### src/design/timer_pkg.sv
/*
 reloadable 16-bit timer: register map, field positions, reset values, modes.
 assumes a single 100 MHz system clock and an AHB-Lite register port.
*/
package timer_pkg;
  localparam int unsigned data_w = 16;
  localparam logic [7:0] off_ctrl = 8'h00;
  localparam logic [7:0] off_count = 8'h04;
  localparam logic [7:0] off_reload = 8'h08;
  localparam logic [7:0] off_status = 8'h0c;
  localparam int unsigned ctrl_enable_bit = 0;
  localparam int unsigned ctrl_mode_lsb = 1;
  localparam int unsigned ctrl_presc_lsb = 3;
  localparam int unsigned ctrl_pol_bit = 6;
  localparam int unsigned ctrl_outen_bit = 7;
  localparam logic [15:0] count_restart = 16'h0001;
  localparam logic [15:0] count_reset = 16'h0000;
  localparam logic [15:0] reload_reset = 16'h0000;
  localparam logic [2:0] presc_max_sel = 3'h7;
  typedef enum logic [1:0] {
    mode_one_shot = 2'h0,
    mode_continuous = 2'h1,
    mode_counter = 2'h2
  } timer_mode_e;
endpackage : timer_pkg

### src/design/timer_cfg_if.sv
/*
 carrier between the register slave and the timer core.
 assumes both ends sit on hclk.
*/
`timescale 1ns/100ps
`default_nettype none
interface timer_cfg_if;
  logic enable;
  logic [1:0] mode;
  logic [2:0] presc_sel;
  logic output_polarity;
  logic out_enable;
  logic [15:0] reload;
  logic count_wr;
  logic [15:0] count_wdata;
  logic [15:0] count;
  logic reload_event;
  logic auto_disable;
  modport regs (output enable, mode, presc_sel, output_polarity, out_enable, reload, count_wr,
    count_wdata, input count, reload_event, auto_disable);
  modport core (input enable, mode, presc_sel, output_polarity, out_enable, reload, count_wr,
    count_wdata, output count, reload_event, auto_disable);
endinterface : timer_cfg_if
`default_nettype wire

### src/design/reload_timer.sv
/*
 reloadable 16-bit up-counting timer: one-shot, continuous, counter modes.
 assumes hclk at 100 MHz, tmr_in an asynchronous pin, AHB-Lite master outside.
*/
`timescale 1ns/100ps
`default_nettype none
module reload_timer
  import timer_pkg::*;
(
  input wire logic hclk,
  input wire logic hresetn,
  input wire logic hsel,
  input wire logic [31:0] haddr,
  input wire logic [1:0] htrans,
  input wire logic hwrite,
  input wire logic [2:0] hsize,
  input wire logic [31:0] hwdata,
  input wire logic hready,
  output logic [31:0] hrdata,
  output logic hreadyout,
  output logic hresp,
  input wire logic tmr_in,
  output logic tmr_out,
  output logic tmr_out_oe,
  output logic timer_irq
);
  timer_cfg_if cfg ();

  typedef struct packed {
    logic sync1;
    logic sync2;
    logic in_prev;
    logic [15:0] count;
    logic out_level;
    logic irq;
  } core_s;
  core_s state;
  core_s next_state;
  logic tick;
  logic edge_hit;
  logic advance;
  logic at_reload;
  logic reload_evt;
  logic presc_clear;

  timer_ahb_regs timer_ahb_regs_i (
    .hclk(hclk),
    .hresetn(hresetn),
    .hsel(hsel),
    .haddr(haddr),
    .htrans(htrans),
    .hwrite(hwrite),
    .hsize(hsize),
    .hwdata(hwdata),
    .hready(hready),
    .hrdata(hrdata),
    .hreadyout(hreadyout),
    .hresp(hresp),
    .cfg(cfg.regs)
  );

  // counter mode bypasses the divider, so keep it parked there
  assign presc_clear = !cfg.enable || (cfg.mode == mode_counter);

  timer_prescaler timer_prescaler_i (
    .hclk(hclk),
    .hresetn(hresetn),
    .clear(presc_clear),
    .sel(cfg.presc_sel),
    .tick(tick)
  );

  // edges come from the two later samples, never from sync1
  assign edge_hit = cfg.output_polarity ? (state.sync2 && !state.in_prev)
                                        : (!state.sync2 && state.in_prev);
  assign advance = cfg.enable && ((cfg.mode == mode_counter) ? edge_hit : tick);
  assign at_reload = (state.count == cfg.reload);
  assign reload_evt = advance && at_reload;

  assign cfg.count = state.count;
  assign cfg.reload_event = state.irq;
  assign cfg.auto_disable = reload_evt && (cfg.mode == mode_one_shot);
  assign timer_irq = state.irq;
  assign tmr_out = state.out_level;
  assign tmr_out_oe = cfg.out_enable;

  always_comb begin
    next_state = state;
    next_state.sync1 = tmr_in;
    next_state.sync2 = state.sync1;
    next_state.in_prev = state.sync2;
    next_state.irq = reload_evt;
    if (!cfg.enable) begin
      // idle level follows polarity; a flip made during a one-shot only shows after time-out
      next_state.out_level = cfg.output_polarity;
    end
    if (cfg.count_wr) begin
      next_state.count = cfg.count_wdata;
    end else if (reload_evt) begin
      next_state.count = count_restart;
      // one-shot disables next cycle, which snaps the level back: a one-cycle pulse
      next_state.out_level = state.out_level ^ cfg.out_enable;
    end else if (advance) begin
      // reload 0000H falls through here: full span then wrap
      next_state.count = state.count + 16'h0001;
    end
  end

  always_ff @(posedge hclk or negedge hresetn) begin
    if (!hresetn) begin
      state <= '0;
    end else begin
      state <= next_state;
    end
  end

  a_wrap_zero: assert property (@(posedge hclk) disable iff (!hresetn)
    advance && !cfg.count_wr && !at_reload && state.count == 16'hffff
    |=> state.count == 16'h0000) else $error("count did not wrap");
  a_reload_restart: assert property (@(posedge hclk) disable iff (!hresetn)
    reload_evt && !cfg.count_wr |=> state.count == count_restart && timer_irq)
    else $error("reload did not restart");
  a_oneshot_stop: assert property (@(posedge hclk) disable iff (!hresetn)
    reload_evt && cfg.mode == mode_one_shot |=> !cfg.enable)
    else $error("one-shot kept running");
  a_oneshot_pulse: assert property (@(posedge hclk) disable iff (!hresetn)
    reload_evt && cfg.mode == mode_one_shot && cfg.out_enable && !cfg.count_wr
    && tmr_out == cfg.output_polarity
    |=> tmr_out != $past(tmr_out) ##1 tmr_out == cfg.output_polarity)
    else $error("pulse not one cycle");
  a_oneshot_hold: assert property (@(posedge hclk) disable iff (!hresetn)
    cfg.enable && cfg.mode == mode_one_shot && !reload_evt |=> $stable(tmr_out))
    else $error("one-shot output moved before time-out");
  a_cont_toggle: assert property (@(posedge hclk) disable iff (!hresetn)
    reload_evt && cfg.mode == mode_continuous && cfg.out_enable && !cfg.count_wr
    |=> state.out_level != $past(state.out_level)) else $error("no toggle");
  a_counter_edge: assert property (@(posedge hclk) disable iff (!hresetn)
    cfg.enable && cfg.mode == mode_counter && !edge_hit && !cfg.count_wr
    |=> state.count == $past(state.count)) else $error("count moved without edge");
  a_counter_step: assert property (@(posedge hclk) disable iff (!hresetn)
    advance && cfg.mode == mode_counter && !at_reload && !cfg.count_wr
    |=> state.count == $past(state.count) + 16'h0001) else $error("step not one");
  a_tick_gap: assert property (@(posedge hclk) disable iff (!hresetn)
    tick && cfg.presc_sel != 3'h0 |=> !tick)
    else $error("divided prescale ticked twice");
  a_disabled_still: assert property (@(posedge hclk) disable iff (!hresetn)
    !cfg.enable && !cfg.count_wr |=> state.count == $past(state.count))
    else $error("count moved while off");

  c_oneshot: cover property (@(posedge hclk) disable iff (!hresetn)
    reload_evt && cfg.mode == mode_one_shot);
  c_cont: cover property (@(posedge hclk) disable iff (!hresetn)
    reload_evt && cfg.mode == mode_continuous);
  c_counter: cover property (@(posedge hclk) disable iff (!hresetn)
    reload_evt && cfg.mode == mode_counter);
  c_wrap: cover property (@(posedge hclk) disable iff (!hresetn)
    advance && state.count == 16'hffff && !at_reload);
endmodule : reload_timer
`default_nettype wire

### src/design/timer_ahb_regs.sv
/*
 AHB-Lite slave holding control and reload registers, with access to the core's count and status.
 assumes single whole-word transfers; answers with zero wait states, always OKAY.
*/
`timescale 1ns/100ps
`default_nettype none
module timer_ahb_regs
  import timer_pkg::*;
(
  input wire logic hclk,
  input wire logic hresetn,
  input wire logic hsel,
  input wire logic [31:0] haddr,
  input wire logic [1:0] htrans,
  input wire logic hwrite,
  input wire logic [2:0] hsize,
  input wire logic [31:0] hwdata,
  input wire logic hready,
  output logic [31:0] hrdata,
  output logic hreadyout,
  output logic hresp,
  timer_cfg_if.regs cfg
);
  typedef struct packed {
    logic wr_pend;
    logic [7:0] wr_addr;
    logic [7:0] ctrl;
    logic [15:0] reload;
    logic [31:0] rdata;
  } regs_s;
  regs_s state;
  regs_s next_state;
  logic take;
  logic [7:0] ctrl_w;

  assign take = hsel && hready && htrans[1];
  assign hreadyout = 1'b1;
  assign hresp = 1'b0;
  assign hrdata = state.rdata;
  assign cfg.enable = state.ctrl[ctrl_enable_bit];
  assign cfg.mode = state.ctrl[ctrl_mode_lsb +: 2];
  assign cfg.presc_sel = state.ctrl[ctrl_presc_lsb +: 3];
  assign cfg.output_polarity = state.ctrl[ctrl_pol_bit];
  assign cfg.out_enable = state.ctrl[ctrl_outen_bit];
  assign cfg.reload = state.reload;
  assign cfg.count_wr = state.wr_pend && (state.wr_addr == off_count);
  assign cfg.count_wdata = hwdata[15:0];

  always_comb begin
    next_state = state;
    ctrl_w = state.ctrl;
    if (cfg.auto_disable) begin
      ctrl_w[ctrl_enable_bit] = 1'b0;
    end
    if (state.wr_pend) begin
      unique case (state.wr_addr)
        off_ctrl: ctrl_w = hwdata[7:0];
        off_reload: next_state.reload = hwdata[15:0];
        default: ;
      endcase
    end
    next_state.ctrl = ctrl_w;
    next_state.wr_pend = take && hwrite;
    next_state.wr_addr = haddr[7:0];
    next_state.rdata = 32'h0000_0000;
    if (take && !hwrite) begin
      unique case (haddr[7:0])
        off_ctrl: next_state.rdata = {24'h00_0000, ctrl_w};
        off_count: next_state.rdata = {16'h0000, cfg.count};
        off_reload: next_state.rdata = {16'h0000, state.reload};
        off_status: next_state.rdata = {31'h0000_0000, cfg.reload_event};
        default: next_state.rdata = 32'h0000_0000;
      endcase
    end
  end

  always_ff @(posedge hclk or negedge hresetn) begin
    if (!hresetn) begin
      state <= '0;
    end else begin
      state <= next_state;
    end
  end

  a_size_word: assert property (@(posedge hclk) disable iff (!hresetn)
    take |-> hsize == 3'h2) else $error("non-word access");
endmodule : timer_ahb_regs
`default_nettype wire

### src/design/timer_prescaler.sv
/*
 power-of-two prescaler producing a one-cycle tick enable.
 assumes clear is held while the timer is disabled.
*/
`timescale 1ns/100ps
`default_nettype none
module timer_prescaler
  import timer_pkg::*;
(
  input wire logic hclk,
  input wire logic hresetn,
  input wire logic clear,
  input wire logic [2:0] sel,
  output logic tick
);
  typedef struct packed {
    logic [6:0] div;
  } presc_s;
  presc_s state;
  presc_s next_state;
  logic [6:0] limit;

  assign limit = 7'((8'h01 << sel) - 8'h01);
  assign tick = !clear && (state.div == limit);

  always_comb begin
    next_state = state;
    if (clear || tick) begin
      next_state.div = 7'h00;
    end else begin
      next_state.div = state.div + 7'h01;
    end
  end

  always_ff @(posedge hclk or negedge hresetn) begin
    if (!hresetn) begin
      state <= '0;
    end else begin
      state <= next_state;
    end
  end
endmodule : timer_prescaler
`default_nettype wire

### config.mk
export PLATFORM = sky130hd
export DESIGN_NAME = reload_timer
export DESIGN_NICKNAME = d
export VERILOG_FILES = /design/src/design/timer_pkg.sv /design/src/design/timer_cfg_if.sv /design/src/design/reload_timer.sv /design/src/design/timer_ahb_regs.sv /design/src/design/timer_prescaler.sv
export SDC_FILE = /design/constraint.sdc
export NUM_CORES = 1
export LEC_CHECK = 0
export BUFFER_PORTS_ARGS = -buffer_cell sky130_fd_sc_hd__buf_4
export CORE_AREA = 4 4 106 108
export DETAILED_ROUTE_END_ITERATION = 7
export DIE_AREA = 0 0 110 112
export GPL_TIMING_DRIVEN = 1
export PLACE_DENSITY = 0.7
export SLEW_MARGIN = 20
export SYNTH_ARGS = -nofsm -noshare
export SYNTH_HDL_FRONTEND = slang
export SYNTH_HIERARCHICAL = 1
export SYNTH_SLANG_ARGS = --single-unit
### constraint.sdc
create_clock -name hclk -period 6.05 [get_ports hclk]
set_input_delay 0.3025 -clock hclk [delete_from_list [all_inputs] [get_ports hclk]]
set_output_delay 0.3025 -clock hclk [all_outputs]
set_load 0.02 [all_outputs]
==> flow_summary_export.csv, run 1 <==
group,metric,value,unit
outcome,status,"complete, no violations",
synthesis,ys_ff_latch,77,
routing,wl_per_cell,17.3,um
timing,slew_headroom,0.358,
finish,instances_no_fill,595,
timing,hold_viol,0,
finish,regArea,1930,um2
routing,vias_per_cell,5.52,
placement,globalplace.congestion,0.864,
worst_setup_path,crit_type,"flop to flop",
routing,met2_length,5040,um
die,rows,37,
die,coreArea,10200,um2
routing,topRoutingLayerUsed,"met4",
die,io_pins,112,
worst_setup_path,crit_family,"simple AND/OR/NAND/NOR gates",
global_route,grt_overflow_total,0,
routing,via_count,3287,
finish,drive_gt1_frac,0.266,
routing,firstDrtPassIters,5,
die,dieArea,12300,um2
clock_tree,hold_buffers,0,
hold_path,hp-class,"primary input to flop",
clock_tree,cts_resized,0,
clock_tree,clk_latency,360,ps
synthesis,ys_warn_count,6,
timing,layout_min_cycle_time,3100,ps
timing,fin_crit_sh,0.512,
worst_setup_path,cp.buffers_inverters,1,
finish,antenna_cells,0,
finish,layout_common_cells,"dfrtp_1 (77), buf_4 (50), nand2_1 (41), xor2_1 (20), nand3_1 (20)",
finish,final_common_cell,"dfrtp_1",
timing,setup_tns,0,ps
routing,wl_met3,597,um
global_route,gr-usage-all-layers,0.173,
routing,drt.antenna.violating_nets,0,
worst_setup_path,crit_arrival,3370,ps
routing,drc_errors,0,
worst_setup_path,crit_path_max_fanout,12,
global_route,grt_max_degree,78,
clock_tree,clk_path_buf_depth,2,
power_and_ir_drop,power,1.07,mW
finish,syn_to_final_growth,2.71,%
routing,drt_iter0_markers,301,
synthesis,synth_area_per_cell,9.98,um2
worst_setup_path,crit_path_end_kind,"flop",
global_route,grt_pass1_wl,16900,um
finish,final_nets,532,
synthesis,yosys.area.top_type_share,0.409,
clock_tree,postCtsSetupBuffers,0,
global_route,antenna_found_initial,0,
timing,slew_viol_final,0,
clock_tree,cts-buffers-inserted,9,
die,fp.dieH,112,um
synthesis,synth_edf_count,0,
synthesis,synthesis.area,4710,um2
worst_setup_path,cp.required,6320,ps
finish,n_fill_cell,937,
placement,dp_hpwl,7500,um
routing,routed_wl,10300,um
placement,dp.cells,580,
timing,fmax,0.323,GHz
timing,rsz0062_at_grt,"false",
clock_tree,root_buffer,"clkbuf_8",
synthesis,ys_types,58,
worst_setup_path,rrSetupSlack,2950,ps
worst_setup_path,worst_path_max_delay_cell,"or4_1",
synthesis,synthTopCellsByArea,"dfrtp_1 (41%), buf_4 (11%), mux2_2 (4.1%)",
worst_setup_path,cpPeakStageDelay,540,ps
power_and_ir_drop,peakVddDrop,0.000108,V
die,fp.dieW,110,um
synthesis,synthCells,472,
timing,setup_viol,0,
power_and_ir_drop,power.density,220,nW/um2
die,initial_core_util,0.461,
timing,final.setup_skew,7.29,ps
finish,multi_input_area,2120,um2
power_and_ir_drop,power.static_leakage,1.97,nW
global_route,grt_pass1_vias,3327,
clock_tree,cts.sinks,77,
synthesis,synth_area_leader_cell,"dfrtp_1",
clock_tree,path_clk_slew,80,ps
worst_setup_path,path_cells,"or4_1 -> o211ai_1 -> and4bb_1 -> and3b_1 -> inv_1 -> a21boi_1 -> and2_1 -> nand2_2 -> o221ai_1",
routing,m1WireLength,4400,um
timing,worst_pin_slew,963,ps
synthesis,yosysSeqAreaShare,0.409,
clock_tree,cts_tree,"done",
synthesis,synthFlopType,"dfrtp_1",
placement,io_buffers,49,
worst_setup_path,critPathLaunchType,"flop",
synthesis,async_reset_ff_frac,1.00,
job,cap_violations,0,
clock_tree,h-tree-depth,3,
## layout make-up
class                      count  share of cell area
sequential                    77               0.398
clock buffer                  10              0.0264
inverter                      19              0.0147
multi-input combinational    298               0.437
tap                          136              0.0352
timing repair buffer          50              0.0776
clock inverter                 5              0.0109
## path summary, 6_finish.rpt
check,start,end,cells after the start
max reg2reg,timer_ahb_regs_i/cfg.presc_sel[2],cfg.count[4],9
min in group asynchronous,hresetn,timer_prescaler_i/state[3],1
min,tmr_in,next_state[19],1
min reg2reg,next_state[19],next_state[18],0
max in group asynchronous,hresetn,timer_ahb_regs_i/state[56],1
max,timer_ahb_regs_i/cfg.presc_sel[2],cfg.count[4],9
## worst reg2reg max path: cells and delay by family (launching register included)
| kind | cells | cell delay [ps] |
|---|---|---|
| compound gates | 3 | 710 |
| buf+inv | 1 | 40 |
| flops | 1 | 500 |
| simple gates | 5 | 1770 |
## metrics by stage
| stage | util | setup WS (ps) | hold slack [ps] | instance area [um2] |
|---|---|---|---|---|
| detailed placement | 0.455 | 2990 | 349 | 4660 |
| CTS | 0.473 | 2960 | 46.9 | 4840 |
| floorplan | - | 3310 | 6.91 | 4770 |
| global placement | 0.455 | 3040 | 345 | 4650 |
| global route | 0.473 | 2800 | 38.0 | 4840 |
| finish | 0.473 | 2950 | 50.2 | 4840 |
## logic make-up (layout without fill, tap and decap cells)
logic type                 Yosys count  after routing  share of synthesized area
AOI/OAI and AO/OA                   90             90                      0.159
xor gates and xnor gates            25             25                     0.0481
adders and majority gates            2              2                    0.00531
buffers and inverters              113             84                      0.157
DFF                                 77             77                      0.409
muxes                               20             20                     0.0470
other                                2             18                    0.00159
and+or+nand+nor                    143            143                      0.173
## report_power, final
group          total [mW]  switching [mW]  internal (mW)
Clock               0.377           0.191          0.186
Combinational       0.133          0.0816         0.0518
Sequential          0.555          0.0235          0.531
## routing by layer
| metal | vias to the layer above | global-route usage |
|---|---|---|
| li1 | 1546 | - |
| met1 | 1614 | 0.235 |
| met3 | 20 | 0.0272 |
| met4 | 0 | 0.0673 |
| met2 | 107 | 0.273 |
| met5 | - | 0 |
## sequential cells by signal, summed over array words and instances, names as in the netlist
signal                                flops
timer_prescaler_i/state                   7
cfg.count                                16
timer_ahb_regs_i/cfg.output_polarity      1
timer_ahb_regs_i/state                    9
timer_ahb_regs_i/cfg.presc_sel            3
next_state                                2
timer_irq                                 1
timer_ahb_regs_i/cfg.enable               1
state                                     1
timer_ahb_regs_i/cfg.mode                 2
timer_ahb_regs_i/cfg.reload              16
timer_ahb_regs_i/hrdata                  16
tmr_out                                   1
timer_ahb_regs_i/cfg.out_enable           1
## synth_stat cells (3+ instances only)
library cell,count
a211o_2,6
a211oi_1,6
a21oi_1,16
a21oi_2,8
a22o_1,8
a22oi_1,10
and3_1,4
buf_2,6
buf_4,72
buf_6,5
clkbuf_1,10
dfrtp_1,77
inv_1,17
mux2_2,17
mux2i_1,3
nand2_1,41
nand2b_1,8
nand3_1,20
nand4_1,14
nor2_1,18
nor2b_1,5
nor3_1,4
nor4_2,3
o211ai_1,3
o21ai_0,3
o221ai_2,9
o31ai_1,9
or3_1,4
or4_1,5
xnor2_1,4
xor2_1,20
No activity file was read; power rests on OpenSTA's default activity.
==> inputs of run 2 (changes only) <==
--- a/config.mk
+++ b/config.mk
@@ -10,7 +10,7 @@
 export DETAILED_ROUTE_END_ITERATION = 7
 export DIE_AREA = 0 0 110 112
 export GPL_TIMING_DRIVEN = 1
-export PLACE_DENSITY = 0.7
+export PLACE_DENSITY = 0.72
 export SLEW_MARGIN = 20
 export SYNTH_ARGS = -nofsm -noshare
 export SYNTH_HDL_FRONTEND = slang
==> constraint.sdc (replaced) <==
create_clock -name hclk -period 2.5 [get_ports hclk]
set_input_delay 0.125 -clock hclk [delete_from_list [all_inputs] [get_ports hclk]]
set_output_delay 0.125 -clock hclk [all_outputs]
set_load 0.02 [all_outputs]
==> run 2 against run 1 <==
Fmax up 26%. Via count increased by 7.8%. Worst setup slack worse by 2900 ps. Non-clock buffer count rose by 36. Critical path depth is 1 higher. Sequential cell count unchanged. Final cell count grew 6.4%. Cell area grew 8.5%.
==> flow_summary_export.csv, run 2 (synthesized netlist as in run 1, its figures left out) <==
group,metric,value,unit
finish,final_common_cell,"dfrtp_1",
clock_tree,path_clk_slew,90,ps
worst_setup_path,path_cells,"or4_1 -> o211ai_1 -> and4bb_1 -> and3b_1 -> inv_1 -> a21boi_2 -> nand2_1 -> buf_4 -> nor3_1 -> mux2i_1",
clock_tree,cts-buffers-inserted,9,
hold_path,hp-class,"primary input to flop",
worst_setup_path,cp.buffers_inverters,2,
global_route,grt_max_degree,78,
timing,slew_headroom,0.362,
timing,whs,2.12,ps
hold_path,min_to,"cfg.count[10]",
finish,fin_area,5250,um2
placement,io_buffers,49,
finish,final_util,0.513,
worst_setup_path,rrSetupSlack,30,ps
worst_setup_path,r2r_cells,10,
power_and_ir_drop,peakVddDrop,0.000279,V
clock_tree,clk_path_buf_depth,2,
timing,fmax,0.405,GHz
die,fp.dieW,110,um
worst_setup_path,crit_family,"simple AND/OR/NAND/NOR gates",
finish,n_fill_cell,908,
worst_setup_path,critPathLaunchType,"flop",
routing,firstDrtPassIters,5,
placement,dp_hpwl,7590,um
worst_setup_path,cp.required,2770,ps
global_route,grt_pass1_vias,3364,
timing,hold_viol,0,
finish,layout_common_cells,"dfrtp_1 (77), buf_4 (71), nand2_1 (41), xor2_1 (20), nand3_1 (20)",
timing,slew_viol_final,0,
worst_setup_path,crit_type,"flop to flop",
clock_tree,clk_latency,360,ps
hold_path,min_path_cells,3,
timing,final.setup_skew,14.3,ps
global_route,gr-usage-all-layers,0.182,
worst_setup_path,crit_arrival,2740,ps
worst_setup_path,r2r_end,"tmr_out",
routing,routed_wl,11000,um
placement,placed_area,4820,um2
worst_setup_path,r2r_start,"timer_prescaler_i/state[5]",
clock_tree,cts_tree,"done",
clock_tree,root_buffer,"clkbuf_8",
worst_setup_path,worst_path_max_delay_cell,"or4_1",
timing,rsz0062_at_grt,"true",
placement,dp.cells,600,
finish,regArea,1930,um2
outcome,status,"complete, no violations",
clock_tree,cts.sinks,77,
worst_setup_path,cpPeakStageDelay,500,ps
die,initial_core_util,0.461,
finish,final_nets,569,
finish,multi_input_area,2160,um2
hold_path,min_from,"hwdata[10]",
worst_setup_path,crit_path_max_fanout,2,
placement,globalplace.congestion,0.861,
power_and_ir_drop,power.density,532,nW/um2
routing,wl_per_cell,17.3,um
power_and_ir_drop,power.static_leakage,2.17,nW
global_route,antenna_found_initial,0,
timing,setup_viol,0,
clock_tree,h-tree-depth,3,
global_route,grt_overflow_total,0,
job,cap_violations,0,
routing,vias_per_cell,5.60,
routing,via_count,3543,
die,fp.dieH,112,um
routing,drt.antenna.violating_nets,0,
die,io_pins,112,
timing,fin_crit_sh,0.987,
placement,place_ws,-20.9,ps
finish,instances_no_fill,633,
die,dieArea,12300,um2
timing,worst_slack,31.5,ps
worst_setup_path,crit_path_end_kind,"flop",
die,rows,37,
finish,syn_to_final_growth,11.4,%
global_route,grt_pass1_wl,17500,um
timing,worst_pin_slew,958,ps
finish,drive_gt1_frac,0.308,
finish,antenna_cells,0,
die,coreArea,10200,um2
timing,layout_min_cycle_time,2470,ps
routing,drc_errors,0,
routing,drt_iter0_markers,326,
[run 2: stage by stage]
stage               total power [mW]  TNS (ps)
global route                    2.91      -333
global placement                1.68         0
detailed placement              1.69     -37.6
floorplan                       1.62     -1130
finish                          2.79         0
CTS                             2.80     -27.7
[run 2: how the worst max path moves through the flow]
stage	startpoint	depth (start not counted)	endpoint
floorplan	timer_ahb_regs_i/cfg.presc_sel[2]	14	timer_ahb_regs_i/hrdata[0]
global placement	timer_prescaler_i/state[5]	10	cfg.count[13]
detailed placement	timer_prescaler_i/state[5]	10	cfg.count[4]
CTS	timer_prescaler_i/state[5]	11	timer_ahb_regs_i/hrdata[0]
global route	timer_prescaler_i/state[5]	11	timer_ahb_regs_i/hrdata[0]
finish	timer_prescaler_i/state[5]	10	tmr_out
[run 2: worst reg2reg max path: stages, from the launching register on]
cell	delay [ps]
dfrtp_1	400
or4_1	500
o211ai_1	90
and4bb_1	230
and3b_1	180
inv_1	50
a21boi_2	150
nand2_1	100
buf_4	150
nor3_1	300
mux2i_1	230
[run 2: power by group]
part	leakage (nW)	internal [mW]	switching [mW]
clock	0.116	0.619	0.475
sequential	0.890	1.29	0.0516
combinational	1.16	0.148	0.212
total	2.17	2.05	0.738
[run 2: repair_timing]
item / 4_1_cts / 5_1_grt
hold buffers: 14 / 0
pin swaps: 0 / 7
hold endpoints to repair: 90 / 0
gates resized for setup: 2 / 7
cloned: 0 / 1
endpoints found under the setup margin: 12 / 18
setup buffers: 0 / 2
[run 2: metal layers]
metal | up-vias | share of wire | GRT usage
li1 | 1629 | - | -
met1 | 1761 | 0.42 | 0.245
met2 | 126 | 0.49 | 0.278
met3 | 27 | 0.063 | 0.0452
met4 | 0 | 0.030 | 0.0773
met5 | - | 0 | 0
[run 2: layout make-up]
cell class / count / share of cell area
timing repair buffer: 86 / 0.132
tap: 136 / 0.0324
sequential: 77 / 0.367
multi-input combinational: 299 / 0.411
clock buffer: 11 / 0.0288
clock inverter: 5 / 0.0155
inverter: 19 / 0.0136
==> inputs of run 3 (changes only) <==
--- a/config.mk
+++ b/config.mk
@@ -11,6 +11,7 @@
 export DIE_AREA = 0 0 110 112
 export GPL_TIMING_DRIVEN = 1
 export PLACE_DENSITY = 0.72
+export SETUP_SLACK_MARGIN = 0.3
 export SLEW_MARGIN = 20
 export SYNTH_ARGS = -nofsm -noshare
 export SYNTH_HDL_FRONTEND = slang
==> run 3 against run 2 <==
The flow now finishes with violations (setup timing). Power decreased by 4.5%. Sequential power barely moved. Fmax down 5.0%. Global-route usage is 0.44 points lower. Sequential cell count unchanged. Clock skew is 1.9 ps lower. Clock-buffer cell count did not move. Via count down 1.5%. Largest cell class unchanged. Worst hold slack gained 8.7 ps.
==> flow_summary_export.csv, run 3 (synthesized netlist as in run 1, its figures left out) <==
group,metric,value,unit
global_route,grt_max_degree,78,
power_and_ir_drop,power.static_leakage,2.17,nW
routing,wl_per_cell,17.6,um
timing,worst_pin_slew,1220,ps
timing,rsz0062_at_grt,"true",
finish,final_nets,571,
global_route,grt_pass1_wl,17400,um
routing,drt_iter0_markers,255,
clock_tree,clk_path_buf_depth,2,
global_route,gr-usage-all-layers,0.178,
routing,via_count,3489,
timing,whs,10.8,ps
placement,dp_hpwl,7460,um
die,coreArea,10200,um2
timing,slew_headroom,0.181,
timing,setup_viol,16,
worst_setup_path,crit_path_end_kind,"flop",
timing,worst_slack,-97.2,ps
finish,final_util,0.523,
timing,fmax,0.385,GHz
finish,antenna_cells,0,
finish,syn_to_final_growth,13.6,%
finish,drive_gt1_frac,0.337,
worst_setup_path,crit_path_max_fanout,4,
global_route,antenna_found_initial,0,
routing,routed_wl,11200,um
timing,hold_viol,0,
clock_tree,cts.sinks,77,
worst_setup_path,crit_type,"flop to flop",
finish,layout_common_cells,"dfrtp_1 (76), buf_4 (72), nand2_1 (41), xor2_1 (20)",
global_route,grt_pass1_vias,3331,
power_and_ir_drop,power.density,498,nW/um2
hold_path,hp-class,"primary input to flop",
clock_tree,cts-buffers-inserted,9,
clock_tree,path_clk_slew,80,ps
routing,drc_errors,0,
die,fp.dieW,110,um
worst_setup_path,cp.required,2750,ps
finish,final_common_cell,"dfrtp_1",
clock_tree,cts_tree,"done",
routing,vias_per_cell,5.50,
clock_tree,h-tree-depth,3,
die,dieArea,12300,um2
placement,place_ws,-87.1,ps
timing,final.setup_skew,12.4,ps
worst_setup_path,crit_arrival,2850,ps
timing,slew_viol_final,0,
timing,layout_min_cycle_time,2600,ps
outcome,violations,"setup timing",
routing,drt.antenna.violating_nets,0,
die,fp.dieH,112,um
die,rows,37,
job,cap_violations,0,
placement,io_buffers,49,
global_route,grt_overflow_total,0,
power_and_ir_drop,peakVddDrop,0.000339,V
routing,firstDrtPassIters,5,
clock_tree,root_buffer,"clkbuf_8",
die,initial_core_util,0.461,
timing,setup_tns,-672,ps
timing,fin_crit_sh,1.04,
outcome,status,"finished with violations",
die,io_pins,112,
worst_setup_path,critPathLaunchType,"flop",
placement,globalplace.congestion,0.864,
clock_tree,clk_latency,350,ps
==> run 3: cell types whose count changed in the layout (fill, tap and decap cells not counted), moves of 2 or more <==
cell	delta
a21oi_1	-5
a21oi_4	+5
buf_6	+4
dlygate4sd3_1	-2
nand2_4	-2
nand2_8	+2
nand3_1	-2
nand3_2	+2
o221ai_1	-2
o221ai_2	+2
==> run 3: what timing repair did <==
action                                  in CTS  in global routing
pin swaps                                    3                 11
hold endpoints to repair                    88                  0
endpoints found under the setup margin      20                 20
gates cloned                                 1                  1
hold buffers                                12                  0
setup buffers                                1                  2
gates resized for setup                     11                 24
==> run 3: report_power, final <==
| group | total [mW] | leakage [nW] | internal, mW | switching (mW) |
|---|---|---|---|---|
| Clock | 0.946 | 0.101 | 0.507 | 0.439 |
| Sequential | 1.34 | 0.889 | 1.29 | 0.0540 |
| Combinational | 0.379 | 1.18 | 0.152 | 0.227 |
==> run 3: worst max-delay path, stage by stage (launching register included) <==
cell	delay (ps)
dfrtp_1	390
or4_1	520
o211ai_1	130
and4bb_1	250
and3b_1	180
inv_1	60
a21boi_2	160
buf_4	130
buf_6	90
and2_4	220
buf_6	160
o31ai_4	50
a31oi_1	150
==> run 3: final timing paths <==
check	startpoint	endpoint	slack [ps]	cells past startpoint
setup / recovery	timer_prescaler_i/state[5]	cfg.count[0]	-100	12
hold / removal	hwrite	timer_ahb_regs_i/state[64]	10	3
setup reg to reg	timer_prescaler_i/state[5]	cfg.count[0]	-100	12
hold reg to reg	next_state[19]	next_state[18]	370	0
max in group asynchronous	hresetn	timer_ahb_regs_i/cfg.presc_sel[1]	1390	2
min in group asynchronous	hresetn	timer_prescaler_i/state[2]	450	2
==> run 3: metrics by stage <==
step                      cells  instance area (um2)  total power, mW
final                       634                 5350             2.67
after detailed placement    602                 4830             1.69
after floorplan             488                 4800             1.62
after global routing        634                 5350             2.78
after CTS                   631                 5210             2.65
after global placement      602                 4830             1.69
==> run 3: routing by layer <==
layer | track usage | up-vias | wire length [um]
li1 | - | 1626 | -
met1 | 0.245 | 1685 | 4650
met2 | 0.276 | 146 | 5470
met3 | 0.0261 | 32 | 682
met4 | 0.0798 | 0 | 349
met5 | 0 | - | 0
==> run 3: area by class of cell <==
| cell class | count | area (um2) |
|---|---|---|
| clock buffer | 11 | 151 |
| clock inverter | 4 | 47.5 |
| fill | 870 | 4880 |
| inverter | 19 | 71.3 |
| multi-input combinational | 299 | 2280 |
| sequential | 77 | 1930 |
| tap | 136 | 170 |
| timing repair buffer | 88 | 706 |
